File: src/hw/port_pin_sel_cfg.svh
`ifndef PORT_PIN_SEL_CFG_SVH
`define PORT_PIN_SEL_CFG_SVH

`define PIN_COUNT        3
`define IO_CTL_W         3
`define IO_CAPTURE_BIT   2
`define IO_MODE_OFF      3'h0
`define IO_MODE_ONE      3'h1
`define DIR_RESET        3'h0
`define LATCH_RESET      3'h0
`define DIR_READ_VALUE   3'h7

`endif

File: src/hw/port_pin_sel_pkg.sv
package port_pin_sel_pkg;

  `include "port_pin_sel_cfg.svh"

  typedef logic [`PIN_COUNT-1:0] pin_vec_t;
  typedef logic [`IO_CTL_W-1:0]  io_ctl_t;

  // timer settings that steer one shared pin
  typedef struct packed {
    logic    output_enable;
    logic    pwm_mode;
    io_ctl_t io_control;
    logic    allow_pwm;
  } chan_sel_t;

  // all state of the block
  typedef struct packed {
    pin_vec_t port_direction_reg;
    pin_vec_t port_output_latch;
    pin_vec_t pin_sync1;
    pin_vec_t pin_sync2;
  } pin_state_t;

endpackage

File: src/hw/port_b_timer_pin_select.sv
`timescale 1ns/10ps
// Notes on behaviour
// - pin 1 carries ch3 B compare when selected
// - otherwise pin 1 is a plain port pin
// - unclaimed pin follows its direction bit
// - pin 1 feeds ch3 B capture when enabled
// - pin 0 carries ch3 A compare when selected
// - otherwise pin 0 keeps port function
// - pin 0 feeds ch3 A capture when enabled
// - pin 2 feeds ch4 A capture when enabled
// - pin 2 carries ch4 A compare when selected
// - port read: latch if output, pin if input
// - direction reg write-only, reads ones, holds when not written
module port_b_timer_pin_select
  import port_pin_sel_pkg::*;
(
  input  wire logic     clk,
  input  wire logic     arst_n,
  input  wire logic     combination_mode_bit,
  input  wire logic     ch3_pwm_mode,
  input  wire logic     ch4_pwm_mode,
  input  wire logic     ch3_a_output_enable,
  input  wire logic     ch3_b_output_enable,
  input  wire logic     ch4_a_output_enable,
  input  wire io_ctl_t  ch3_a_io_control,
  input  wire io_ctl_t  ch3_b_io_control,
  input  wire io_ctl_t  ch4_a_io_control,
  input  wire logic     ch3_compare_a,
  input  wire logic     ch3_compare_b,
  input  wire logic     ch4_compare_a,
  input  wire logic     dir_write,
  input  wire pin_vec_t dir_wdata,
  input  wire logic     latch_write,
  input  wire pin_vec_t latch_wdata,
  output pin_vec_t      dir_rdata,
  output pin_vec_t      port_rdata,
  input  wire pin_vec_t pin_in,
  output pin_vec_t      pin_out,
  output pin_vec_t      pin_oe,
  output pin_vec_t      timer_owns_pin,
  output logic          ch3_capture_a,
  output logic          ch3_capture_b,
  output logic          ch4_capture_a
);

  pin_state_t state_ff;
  pin_state_t nxt_state;
  chan_sel_t  [`PIN_COUNT-1:0] sel;
  pin_vec_t   timer_val;
  pin_vec_t   cap_en;

  // compare-output selection shared by all three pins
  function automatic logic out_sel(input logic comb, input chan_sel_t c);
    logic io_out;
    io_out = (c.io_control == `IO_MODE_ONE) ||
             (c.io_control[`IO_CAPTURE_BIT:1] == 2'h1);
    out_sel = c.output_enable &&
              (comb || (c.allow_pwm && c.pwm_mode) || io_out);
  endfunction

  function automatic logic cap_sel(input logic comb, input chan_sel_t c);
    cap_sel = !comb && !c.pwm_mode && c.io_control[`IO_CAPTURE_BIT];
  endfunction

  ////////////////////////////////////////////////////////////////////////
  // pin 1 (B side) has no pwm term in its output selection
  always_comb begin
    sel[0] = '{ch3_a_output_enable, ch3_pwm_mode, ch3_a_io_control, 1'b1};
    sel[1] = '{ch3_b_output_enable, ch3_pwm_mode, ch3_b_io_control, 1'b0};
    sel[2] = '{ch4_a_output_enable, ch4_pwm_mode, ch4_a_io_control, 1'b1};
    timer_val = {ch4_compare_a, ch3_compare_b, ch3_compare_a};
  end

  genvar g;
  generate
    for (g = 0; g < `PIN_COUNT; g++) begin : g_pin
      always_comb begin
        timer_owns_pin[g] = out_sel(combination_mode_bit, sel[g]);
        cap_en[g] = cap_sel(combination_mode_bit, sel[g]);
        if (timer_owns_pin[g]) begin
          pin_oe[g]  = 1'b1;
          pin_out[g] = timer_val[g];
        end else begin
          pin_oe[g]  = state_ff.port_direction_reg[g];
          pin_out[g] = state_ff.port_output_latch[g];
        end
      end
    end
  endgenerate

  ////////////////////////////////////////////////////////////////////////
  // capture sees the synchronised pin level even while an output
  always_comb begin
    ch3_capture_a = cap_en[0] & state_ff.pin_sync2[0];
    ch3_capture_b = cap_en[1] & state_ff.pin_sync2[1];
    ch4_capture_a = cap_en[2] & state_ff.pin_sync2[2];
    dir_rdata = `DIR_READ_VALUE;
    port_rdata = (state_ff.port_direction_reg & state_ff.port_output_latch) |
                 (~state_ff.port_direction_reg & state_ff.pin_sync2);
  end

  ////////////////////////////////////////////////////////////////////////
  // no standby input: direction and latch registers simply hold when not written
  always_comb begin
    nxt_state = state_ff;
    nxt_state.pin_sync1 = pin_in;
    nxt_state.pin_sync2 = state_ff.pin_sync1;
    if (dir_write) begin
      nxt_state.port_direction_reg = dir_wdata;
    end
    if (latch_write) begin
      nxt_state.port_output_latch = latch_wdata;
    end
  end

  always_ff @(posedge clk or negedge arst_n) begin
    if (!arst_n) begin
      state_ff <= '{`DIR_RESET, `LATCH_RESET, 3'h0, 3'h0};
    end else begin
      state_ff <= nxt_state;
    end
  end
endmodule

File: config.mk
export PLATFORM = sky130hd
export DESIGN_NAME = port_b_timer_pin_select
export DESIGN_NICKNAME = d
export VERILOG_FILES = /design/src/hw/port_pin_sel_pkg.sv /design/src/hw/port_b_timer_pin_select.sv
export VERILOG_INCLUDE_DIRS = /design/src /design/src/hw
export SDC_FILE = /design/constraint.sdc
export NUM_CORES = 1
export LEC_CHECK = 0
export BUFFER_PORTS_ARGS = -buffer_cell sky130_fd_sc_hd__buf_2
export CORE_ASPECT_RATIO = 0.9
export CORE_MARGIN = 1.5
export CORE_UTILIZATION = 36
export DETAILED_ROUTE_END_ITERATION = 8
export PLACE_DENSITY = 0.88
export SLEW_MARGIN = 15
export SYNTH_ARGS = -nofsm -noshare
export SYNTH_HDL_FRONTEND = slang
export SYNTH_SLANG_ARGS = --single-unit
File: constraint.sdc
create_clock -name clk -period 1.2 [get_ports clk]
set_clock_uncertainty 0.1 [all_clocks]
set_input_delay 0 -clock clk [delete_from_list [all_inputs] [get_ports clk]]
set_output_delay 0 -clock clk [all_outputs]
set_load 0.01 [all_outputs]
== Yosys cells after proc, flatten, opt, wreduce, memory -nomap -nowiden ==
Index checks and enable logic that the tools add are counted.
Word-level totals
  bits in registers: 12
  input port bits: 31
  output and inout bits: 18
  word-level logic and storage cells: 42
Cells by class
  eq/ne operators: 6
  mux-type cells: 6
  bitwise logic cells: 7
  reductions and logical operators: 19
Operator list (count)
  equality test 3 x 1 -> 1 bit (second input constant): 3
  logical AND 1 bit: 8
  logical OR 1 bit: 8
  AND 3 bit: 2
  equality test 2 x 1 -> 1 bit (second input constant): 3
  two-way mux 1 bit: 6
  AND 1 bit: 3
  logical NOT 1 bit: 3
  inverter 3 bit: 1
  bitwise OR 3 bit: 1

== Depth between registers and ports, before layout ==
Gate-level depths: netlist (run 1).
  depth after elaboration: 5
  gate-level depth with buffers: 3
  depth with buffers taken out: 3

== Worst setup path before layout (run 1) ==
Ideal clock, no wire load.
  kind: input port to output port
  start: in ch4_a_io_control[1]
  end: out pin_out[2]
  arrival: 0.789 ns
  required time: 1.100 ns
  slack: 0.311 ns
  cell stages on the path: 3
  path buffers: 0
  cells stage by stage: o21ba_2 -> o31ai_4 -> mux2_1
On the way
  longest elaborated chain between the ends: 5
  elaborated cells between the ends (all ways): 6
  those cells by class: 2 x eq/ne; 1 x mux; 3 x reduce/logical
RTL lines
  start, declared: RTL line port_b_timer_pin_select.sv:27  | input wire io_ctl_t ch4_a_io_control,
  equality test 3 x 1 -> 1 bit (no source line) or equality test 2 x 1 -> 1 bit (tied branches)
  logical OR 1 bit *: RTL line port_b_timer_pin_select.sv:55  | io_out = (c.io_control == `IO_MODE_ONE) ||
  logical OR 1 bit *: RTL line port_b_timer_pin_select.sv:58  | (comb || (c.allow_pwm && c.pwm_mode) || io_out);
  logical AND 1 bit *: RTL line port_b_timer_pin_select.sv:57  | out_sel = c.output_enable &&
  two-way mux 1 bit *: RTL line port_b_timer_pin_select.sv:80  | if (timer_owns_pin[g]) begin
  end, declared: RTL line port_b_timer_pin_select.sv:38  | output pin_vec_t pin_out,
Mark *: on every way between the ends. The rest lies on a longest branch, timed or not.

== Worst setup path after layout (run 1) ==
  start: reg state_ff[9] in the netlist's numbering
  end: out port_rdata[0]
On the way
  longest elaborated chain between the ends: 3
  elaborated cells between the ends (all ways): 4
  those cells by class: 4 x bitwise
RTL lines
  start, declared: RTL line port_b_timer_pin_select.sv:46  | pin_state_t state_ff;
  start signal, assigned: RTL line port_b_timer_pin_select.sv:118  | state_ff <= '{`DIR_RESET, `LATCH_RESET, 3'h0, 3'h0};
  start signal, assigned: RTL line port_b_timer_pin_select.sv:120  | state_ff <= nxt_state;
  inverter 3 bit: RTL line port_b_timer_pin_select.sv:99  | (~state_ff.port_direction_reg & state_ff.pin_sync2);
  AND 3 bit: RTL line port_b_timer_pin_select.sv:99
  bitwise OR 3 bit *: RTL line port_b_timer_pin_select.sv:98  | port_rdata = (state_ff.port_direction_reg & state_ff.port_output_latch) |
  end, declared: RTL line port_b_timer_pin_select.sv:36  | output pin_vec_t port_rdata,
Marks and branches as above.

==> flow_summary.yaml, run 1 <==
die:
  dieArea_um2: 1870
  die_width_um: 45.5
  rows: 13
  die_h_um: 41.2
  ios: 49
  coreArea_um2: 1480
  start_util: 0.395
layout:
  fin_area_um2: 1090
  finalNetCount: 141
  fin_cells: 131
  multiInputGateArea_um2: 294
  antennaDiodeCount: 0
  nFillCells: 99
  syn2layout_area_growth_pct: 86.5
  mostFrequentLayoutCells: "39 x buf_2, 12 x dlygate4sd3_1, 12 x dfrtp_1"
  layout-drive-gt1-share: 0.679
  seqCellArea_um2: 300
  utilization: 0.736
  layout_commonest_cell: "buf_2"
sta:
  fin_ws_ns: -0.0218
  fin_crit_sh: 1.02
  hold_viol: 0
  max_clock_freq_ghz: 0.818
  setup_violations: 2
  post-route-min-period_ns: 1.22
  drv_slew: 0
  rsz0062_at_grt: "yes"
clock_network:
  root_buffer: "clkbuf_4"
  clk_pin_slew_ns: 0.08
  clock_path_buffers: 2
  clk_latency_ns: 0.27
  cts_tree: "yes"
  htreeDepth: 1
  numCtsBuffers: 3
  cts_sinks: 12
placed_design:
  post_dp_cell_area_um2: 822
  place_inst: 110
  hpwl_um: 1130
  io_buffers: 45
  place_congestion: 0.636
power:
  power.share.combinational: 0.302
  power_density_nw_per_um2: 1020
  p_sw_w: 0.000278
  seqPwrFrac: 0.413
  swShare: 0.249
  vdd_drop_max_mv: 0.844
  p_int_w: 0.000835
  p_leak_nw: 0.576
  power_w: 0.00111
  clkPwrFrac: 0.285
detailed_routing:
  totalWireLength_um: 1600
  drtIter0Drc: 1
  ant_nets: 0
  via_per_inst: 4.38
  wire_per_inst_um: 12.2
  firstDrtPassIters: 4
  vias: 574
  drc: 0
worst_setup_path:
  path_class: "flop to output port"
  path_max_fanout: 3
  required_ns: 1.10
  reg2regPathDepth: 3
  cp.arrival_ns: 1.12
  crit_path_end_kind: "output port"
  cp-start-kind: "flop"
yosys:
  synth.distinct_cells: 17
  synth_seq_area_share: 0.514
  syn_area_per_cell_um2: 13.3
  syn_inst: 44
  yosysWarningCount: 0
  synth-seq-cells: 12
  synthesis.area_um2: 584
worst_hold_path:
  min_path_type: "input pin to async pin"
run:
  max-cap-violations: 0
global_route:
  grt_util_all_layers: 0.165
  antenna_found_initial: 0
  grt_max_degree: 13
  grt_pass1_wl_um: 2060
  grt_pass1_vias: 505
  grt.overflow.total: 0
run_status:
  status: "complete, but fails checks"
  violations: "negative setup slack"
==> routing by layer <==
layer | vias to the layer above | global-route usage | routed length (um)
met2 | 26 | 0.317 | 851
met3 | 2 | 0.0396 | 88
met5 | - | 0 | 0
met1 | 266 | 0.158 | 644
met4 | 0 | 0.110 | 19
li1 | 280 | - | -
==> power by group through the flow <==
stage / Combinational, W / Clock [W] / Sequential (W)
after global placement: 0.000211 / 0 / 0.000460
after global routing: 0.000362 / 0.000357 / 0.000462
final: 0.000336 / 0.000317 / 0.000460
after floorplan: 0.000117 / 0 / 0.000455
after detailed placement: 0.000220 / 0 / 0.000463
after CTS: 0.000287 / 0.000321 / 0.000455
==> cell usage after synthesis <==
| library cell | instances | share of area |
|---|---|---|
| a21boi_2 | 1 | 0.019 |
| and3_1 | 2 | 0.021 |
| buf_4 | 3 | 0.039 |
| conb_1 | 1 | 0.0064 |
| dfrtp_1 | 12 | 0.51 |
| inv_1 | 2 | 0.013 |
| mux2_1 | 2 | 0.039 |
| mux2_2 | 10 | 0.19 |
| nand2_1 | 1 | 0.0064 |
| nand2b_1 | 2 | 0.021 |
| nor2_2 | 1 | 0.011 |
| nor3_1 | 1 | 0.0086 |
| o21ai_2 | 1 | 0.015 |
| o21ba_2 | 2 | 0.034 |
| o21bai_1 | 1 | 0.013 |
| o31ai_4 | 1 | 0.036 |
| or2_2 | 1 | 0.011 |
==> sequential cells by signal, indices dropped and copies added, names as in the netlist <==
name,cells
state_ff,9
nxt_state,3
==> logic make-up after synthesis <==
logic type / after synthesis / share of synthesized area
AND/OR/NAND/NOR: 8 / 0.0792
multiplexers: 12 / 0.231
other: 1 / 0.00642
AO/OA/AOI/OAI: 6 / 0.118
buffers and inverters: 5 / 0.0514
flip-flops: 12 / 0.514
==> critical path: stages, from the launching register on <==
cell and delay [ns]:
dfrtp_1 0.42, mux2_4 0.31, buf_6 0.12
==> path summary, 6_finish.rpt <==
kind | from | endpoint | slack [ns]
worst max-delay path | state_ff[9]$_DFFE_PN0P_ | port_rdata[0] | -0.02
worst min-delay path | arst_n | state_ff[1]$_DFF_PN0_ | 0.03
worst max register to register | state_ff[8]$_DFFE_PN0P_ | state_ff[8]$_DFFE_PN0P_ | 0.08
worst min register to register | nxt_state[0]$_DFF_PN0_ | state_ff[0]$_DFF_PN0_ | 0.25
max in group asynchronous | arst_n | nxt_state[1]$_DFF_PN0_ | 0.75
min in group clk | ch4_pwm_mode | ch4_capture_a | 0.19
==> what timing repair did <==
| action | in CTS | in global routing |
|---|---|---|
| pin swaps | 0 | 0 |
| gates resized for setup | 5 | 11 |
| hold buffers | 12 | 0 |
| setup endpoints to repair | 5 | 8 |
| buffers inserted | 3 | 2 |
| hold endpoints to repair | 21 | 0 |
==> metrics by stage <==
step                      hold WS (ns)  setup TNS, ns  worst slack [ns]
after global routing            0.0298         -0.222           -0.0639
after CTS                       0.0311        -0.0160          -0.00948
after floorplan                 -0.396              0             0.311
final                           0.0340        -0.0387           -0.0218
after detailed placement        -0.210              0            0.0782
after global placement          -0.224              0             0.114
==> layout make-up <==
type,count,area share
timing repair buffer,62,0.389
sequential,12,0.276
multi-input combinational,29,0.270
clock buffer,4,0.0333
tap,22,0.0253
inverter,2,0.00689
No activity file was read; power rests on OpenSTA's default activity.
==> run 2: changes to the inputs <==
Settings changed: ABC_AREA set to 1, CORE_UTILIZATION 36 to 37, PLACE_DENSITY 0.88 to 0.89, SLEW_MARGIN 15 to 0.
==> flow_summary.yaml, run 2 <==
run_status:
  status: "complete, no violations"
placed_design:
  post_dp_cell_area_um2: 821
  hpwl_um: 1190
  place_congestion: 0.608
  io_buffers: 45
sta:
  whs_ns: 0.0244
  tns_ns: 0
  hold_viol: 0
  rsz0062_at_grt: "no"
  max_clock_freq_ghz: 0.915
  drv_slew: 0
  setup_violations: 0
  fin_crit_sh: 0.911
  post-route-min-period_ns: 1.09
layout:
  layout_commonest_cell: "buf_2"
  finalNetCount: 162
  syn2layout_area_growth_pct: 63.8
  fin_area_um2: 970
  nFillCells: 130
  antennaDiodeCount: 0
  largest_reg_flops: 9
  layout-drive-gt1-share: 0.426
  mostFrequentLayoutCells: "45 x buf_2, 19 x nand2_1, 12 x dlygate4sd3_1, 12 x dfrtp_1, 11 x inv_1"
  utilization: 0.662
  top_register: "state_ff"
worst_setup_path:
  path_max_fanout: 3
  cp.arrival_ns: 0.99
  crit_path_end_kind: "output port"
  path_class: "flop to output port"
  required_ns: 1.10
  cp-start-kind: "flop"
  ff2ff_setup_slack_ns: 0.30
  slowest_delay_ns: 0.39
  critPathBufInv: 1
  cp_slowest_cell: "dfrtp_1"
  cp_top_family: "flip-flops"
  crit_chain: "o21ai_0 > buf_2"
yosys:
  synthTopCellsByCount: "19 x nand2_1, 12 x dfrtp_1, 11 x inv_1"
  synth_top_cell_by_area: "dfrtp_1"
  synth-seq-cells: 12
  synthesis.area_um2: 592
  synth.distinct_cells: 15
  synthArstFlopShare: 1.00
  syn_inst: 70
  ys_top_cells_by_area: "dfrtp_1 51%, nand2_1 12%, inv_1 7.0%"
  synth_edf_count: 0
  yosysMostFrequentCell: "nand2_1"
  yosysWarningCount: 0
  synth_top_area_frac: 0.507
  synth_seq_area_share: 0.507
  ys.flop_type: "dfrtp_1"
  syn_area_per_cell_um2: 8.45
clock_network:
  clk_pin_slew_ns: 0.07
  numCtsBuffers: 3
  htreeDepth: 1
  clock_path_buffers: 2
  clk_latency_ns: 0.26
  cts_tree: "yes"
  cts_sinks: 12
  root_buffer: "clkbuf_4"
detailed_routing:
  wire_per_inst_um: 10.4
  firstDrtPassIters: 4
  totalWireLength_um: 1500
  drc: 0
  vias: 668
  drtIter0Drc: 8
  ant_nets: 0
  via_per_inst: 4.64
global_route:
  grt_pass1_vias: 582
  grt_util_all_layers: 0.170
  antenna_found_initial: 0
  grt_max_degree: 13
  grt.overflow.total: 0
  grt_pass1_wl_um: 2170
die:
  start_util: 0.404
  coreArea_um2: 1460
  die_h_um: 40.9
  ios: 49
  die_width_um: 45.2
  rows: 13
  dieArea_um2: 1850
worst_hold_path:
  min_path_type: "input pin to async pin"
power:
  power_density_nw_per_um2: 952
  power_w: 0.000923
  p_leak_nw: 0.560
  vdd_drop_max_mv: 0.587
run:
  max-cap-violations: 0
## run 2: changes by cell type after synthesis, moves of 4 or more
cell     previous run  this run
o21ai_0             0         6
nand2_1             1        19
nor2_1              0         4
mux2_2             10         0
inv_1               2        11
## run 2: area by class of cell
| class | count | area (um2) | area share |
|---|---|---|---|
| repair buffers | 57 | 345 | 0.356 |
| inverters | 11 | 41.3 | 0.0426 |
| clock buffers | 3 | 22.5 | 0.0232 |
| multi-input cells | 46 | 241 | 0.249 |
| flip-flops and latches | 12 | 300 | 0.310 |
| well taps | 15 | 18.8 | 0.0194 |
## run 2: path summary, 6_finish.rpt
check	start	endpoint	depth (start not counted)
max in group asynchronous	arst_n	state_ff[1]$_DFF_PN0_	2
min in group clk	ch3_pwm_mode	ch3_capture_b	3
max reg2reg	state_ff[7]$_DFFE_PN0P_	state_ff[7]$_DFFE_PN0P_	1
max	state_ff[11]$_DFFE_PN0P_	port_rdata[2]	2
min reg2reg	nxt_state[0]$_DFF_PN0_	state_ff[0]$_DFF_PN0_	0
min	arst_n	state_ff[9]$_DFFE_PN0P_	2
## run 2: routing by layer
metal  global-route usage  vias to the layer above  routed length (um)
met5                    0                        -                   0
met3               0.0176                        2                 104
li1                     -                      333                   -
met2                0.346                       31                 806
met1                0.173                      302                 570
met4               0.0882                        0                  18
## run 2: kinds of logic after synthesis
group / after synthesis / synth area share
muxes: 3 / 0.0571
DFF: 12 / 0.507
buffers and inverters: 14 / 0.108
and+or+nand+nor: 33 / 0.262
other: 1 / 0.00634
AOI/OAI and AO/OA: 7 / 0.0592
## run 2: timing repair
action | CTS | global route
hold endpoints to repair | 21 | 0
endpoints found under the setup margin | 0 | 2
resized for setup | 0 | 2
setup buffers | 0 | 0
hold buffers | 12 | 0
## run 2: report_power, final
part / internal (W) / total (W) / switching (W)
clock: 0.000116 / 0.000230 / 0.000114
combinational: 0.000122 / 0.000242 / 0.000120
sequential: 0.000434 / 0.000451 / 0.0000168
## run 2: through the flow
| stage | worst slack, ns | std cells |
|---|---|---|
| finish | 0.107 | 144 |
| global route | 0.0222 | 144 |
| CTS | 0.0831 | 144 |
| detailed placement | 0.304 | 129 |
| global placement | 0.336 | 129 |
| floorplan | 0.346 | 72 |
==> run 3: changes to the inputs <==
Settings changed: GPL_TIMING_DRIVEN set to 0.
==> flow_summary.yaml, run 3 (synthesis results as in run 2) <==
layout:
  layout_commonest_cell: "buf_2"
  largest_reg_flops: 9
  utilization: 0.674
  nFillCells: 126
  finalNetCount: 165
  syn2layout_area_growth_pct: 66.6
  layout-drive-gt1-share: 0.432
  fin_area_um2: 986
  mostFrequentLayoutCells: "45 x buf_2, 19 x nand2_1, 12 x dlygate4sd3_1, 12 x dfrtp_1, 11 x inv_1"
  antennaDiodeCount: 0
  top_register: "state_ff"
detailed_routing:
  drc: 0
  firstDrtPassIters: 2
  ant_nets: 0
  drtIter0Drc: 5
  wire_per_inst_um: 10.5
  totalWireLength_um: 1540
  via_per_inst: 4.46
  vias: 655
worst_setup_path:
  slowest_delay_ns: 0.39
  crit_chain: "o21ai_0 > buf_2"
  path_class: "flop to output port"
  cp.arrival_ns: 1.01
  cp_top_family: "flip-flops"
  crit_path_end_kind: "output port"
  critPathBufInv: 1
  required_ns: 1.10
  cp-start-kind: "flop"
  cp_slowest_cell: "dfrtp_1"
  path_max_fanout: 3
global_route:
  grt_util_all_layers: 0.174
  antenna_found_initial: 0
  grt_pass1_vias: 569
  grt_pass1_wl_um: 2150
  grt_max_degree: 13
  grt.overflow.total: 0
sta:
  setup_violations: 0
  tns_ns: 0
  max_clock_freq_ghz: 0.898
  drv_slew: 0
  hold_viol: 0
  fin_crit_sh: 0.928
  whs_ns: 0.0326
  post-route-min-period_ns: 1.11
  rsz0062_at_grt: "no"
die:
  dieArea_um2: 1850
  rows: 13
  coreArea_um2: 1460
  die_width_um: 45.2
  start_util: 0.404
  ios: 49
  die_h_um: 40.9
clock_network:
  clock_path_buffers: 2
  cts_sinks: 12
  cts_tree: "yes"
  clk_pin_slew_ns: 0.06
  clk_latency_ns: 0.26
  numCtsBuffers: 3
  htreeDepth: 1
  ctsResizeCount: 0
  post_cts_buffers: 0
  root_buffer: "clkbuf_4"
run_status:
  status: "complete, no violations"
placed_design:
  io_buffers: 45
  place_congestion: 0.621
  post_dp_cell_area_um2: 843
  hpwl_um: 1190
power:
  power_density_nw_per_um2: 937
  vdd_drop_max_mv: 0.739
  p_leak_nw: 0.572
  power_w: 0.000924
run:
  max-cap-violations: 0
worst_hold_path:
  min_path_type: "input pin to async pin"
-- run 3: cell count changes in the layout (fill, tap and decap cells not counted) --
| cell | previous run | this run |
|---|---|---|
| nor4_1 | 0 | 1 |
| nor4_2 | 1 | 0 |
| buf_4 | 0 | 3 |
| o21ai_1 | 2 | 1 |
| o21ai_0 | 5 | 6 |
-- run 3: what timing repair did --
action,CTS,global route
setup endpoints to repair,0,0
hold buffers,12,0
endpoints found under the hold margin,21,0
-- run 3: per-layer routing --
metal / part of all wire / track usage
met5: 0 / 0
met4: 0.016 / 0.110
met3: 0.052 / 0.0176
met2: 0.56 / 0.364
met1: 0.37 / 0.163
-- run 3: power by group --
| group | total (W) | switching [W] | internal [W] |
|---|---|---|---|
| registers | 0.000451 | 0.0000166 | 0.000434 |
| clock network | 0.000225 | 0.000109 | 0.000116 |
| logic | 0.000248 | 0.000120 | 0.000128 |
| total | 0.000924 | 0.000246 | 0.000677 |
-- run 3: area by class of cell --
class	instances	area (um2)	share of cell area
repair buffers	57	345	0.350
flip-flops and latches	12	300	0.305
multi-input cells	46	235	0.239
inverters	11	41.3	0.0419
clock buffers	3	22.5	0.0228
plain buffers	3	22.5	0.0228
well taps	15	18.8	0.0190
-- run 3: path summary, 6_finish.rpt --
check                                        startpoint                  endpoint  slack [ns]  cells after the start
worst max-delay path            state_ff[9]$_DFFE_PN0P_             port_rdata[0]        0.09                      2
worst max register to register  state_ff[6]$_DFFE_PN0P_   state_ff[6]$_DFFE_PN0P_        0.30                      1
worst min register to register   nxt_state[1]$_DFF_PN0_     state_ff[1]$_DFF_PN0_        0.25                      0
min in group clk                           ch3_pwm_mode             ch3_capture_b        0.17                      3
worst min-delay path                             arst_n    nxt_state[0]$_DFF_PN0_        0.03                      2
max in group asynchronous                        arst_n  state_ff[10]$_DFFE_PN0P_        0.76                      2
-- run 3: through the flow --
step | setup slack, ns | instances
2_1_floorplan | 0.346 | 72
3_3_place_gp | 0.327 | 132
3_5_place_dp | 0.310 | 132
4_1_cts | 0.0790 | 147
5_1_grt | 0.0186 | 147
6_report | 0.0862 | 147
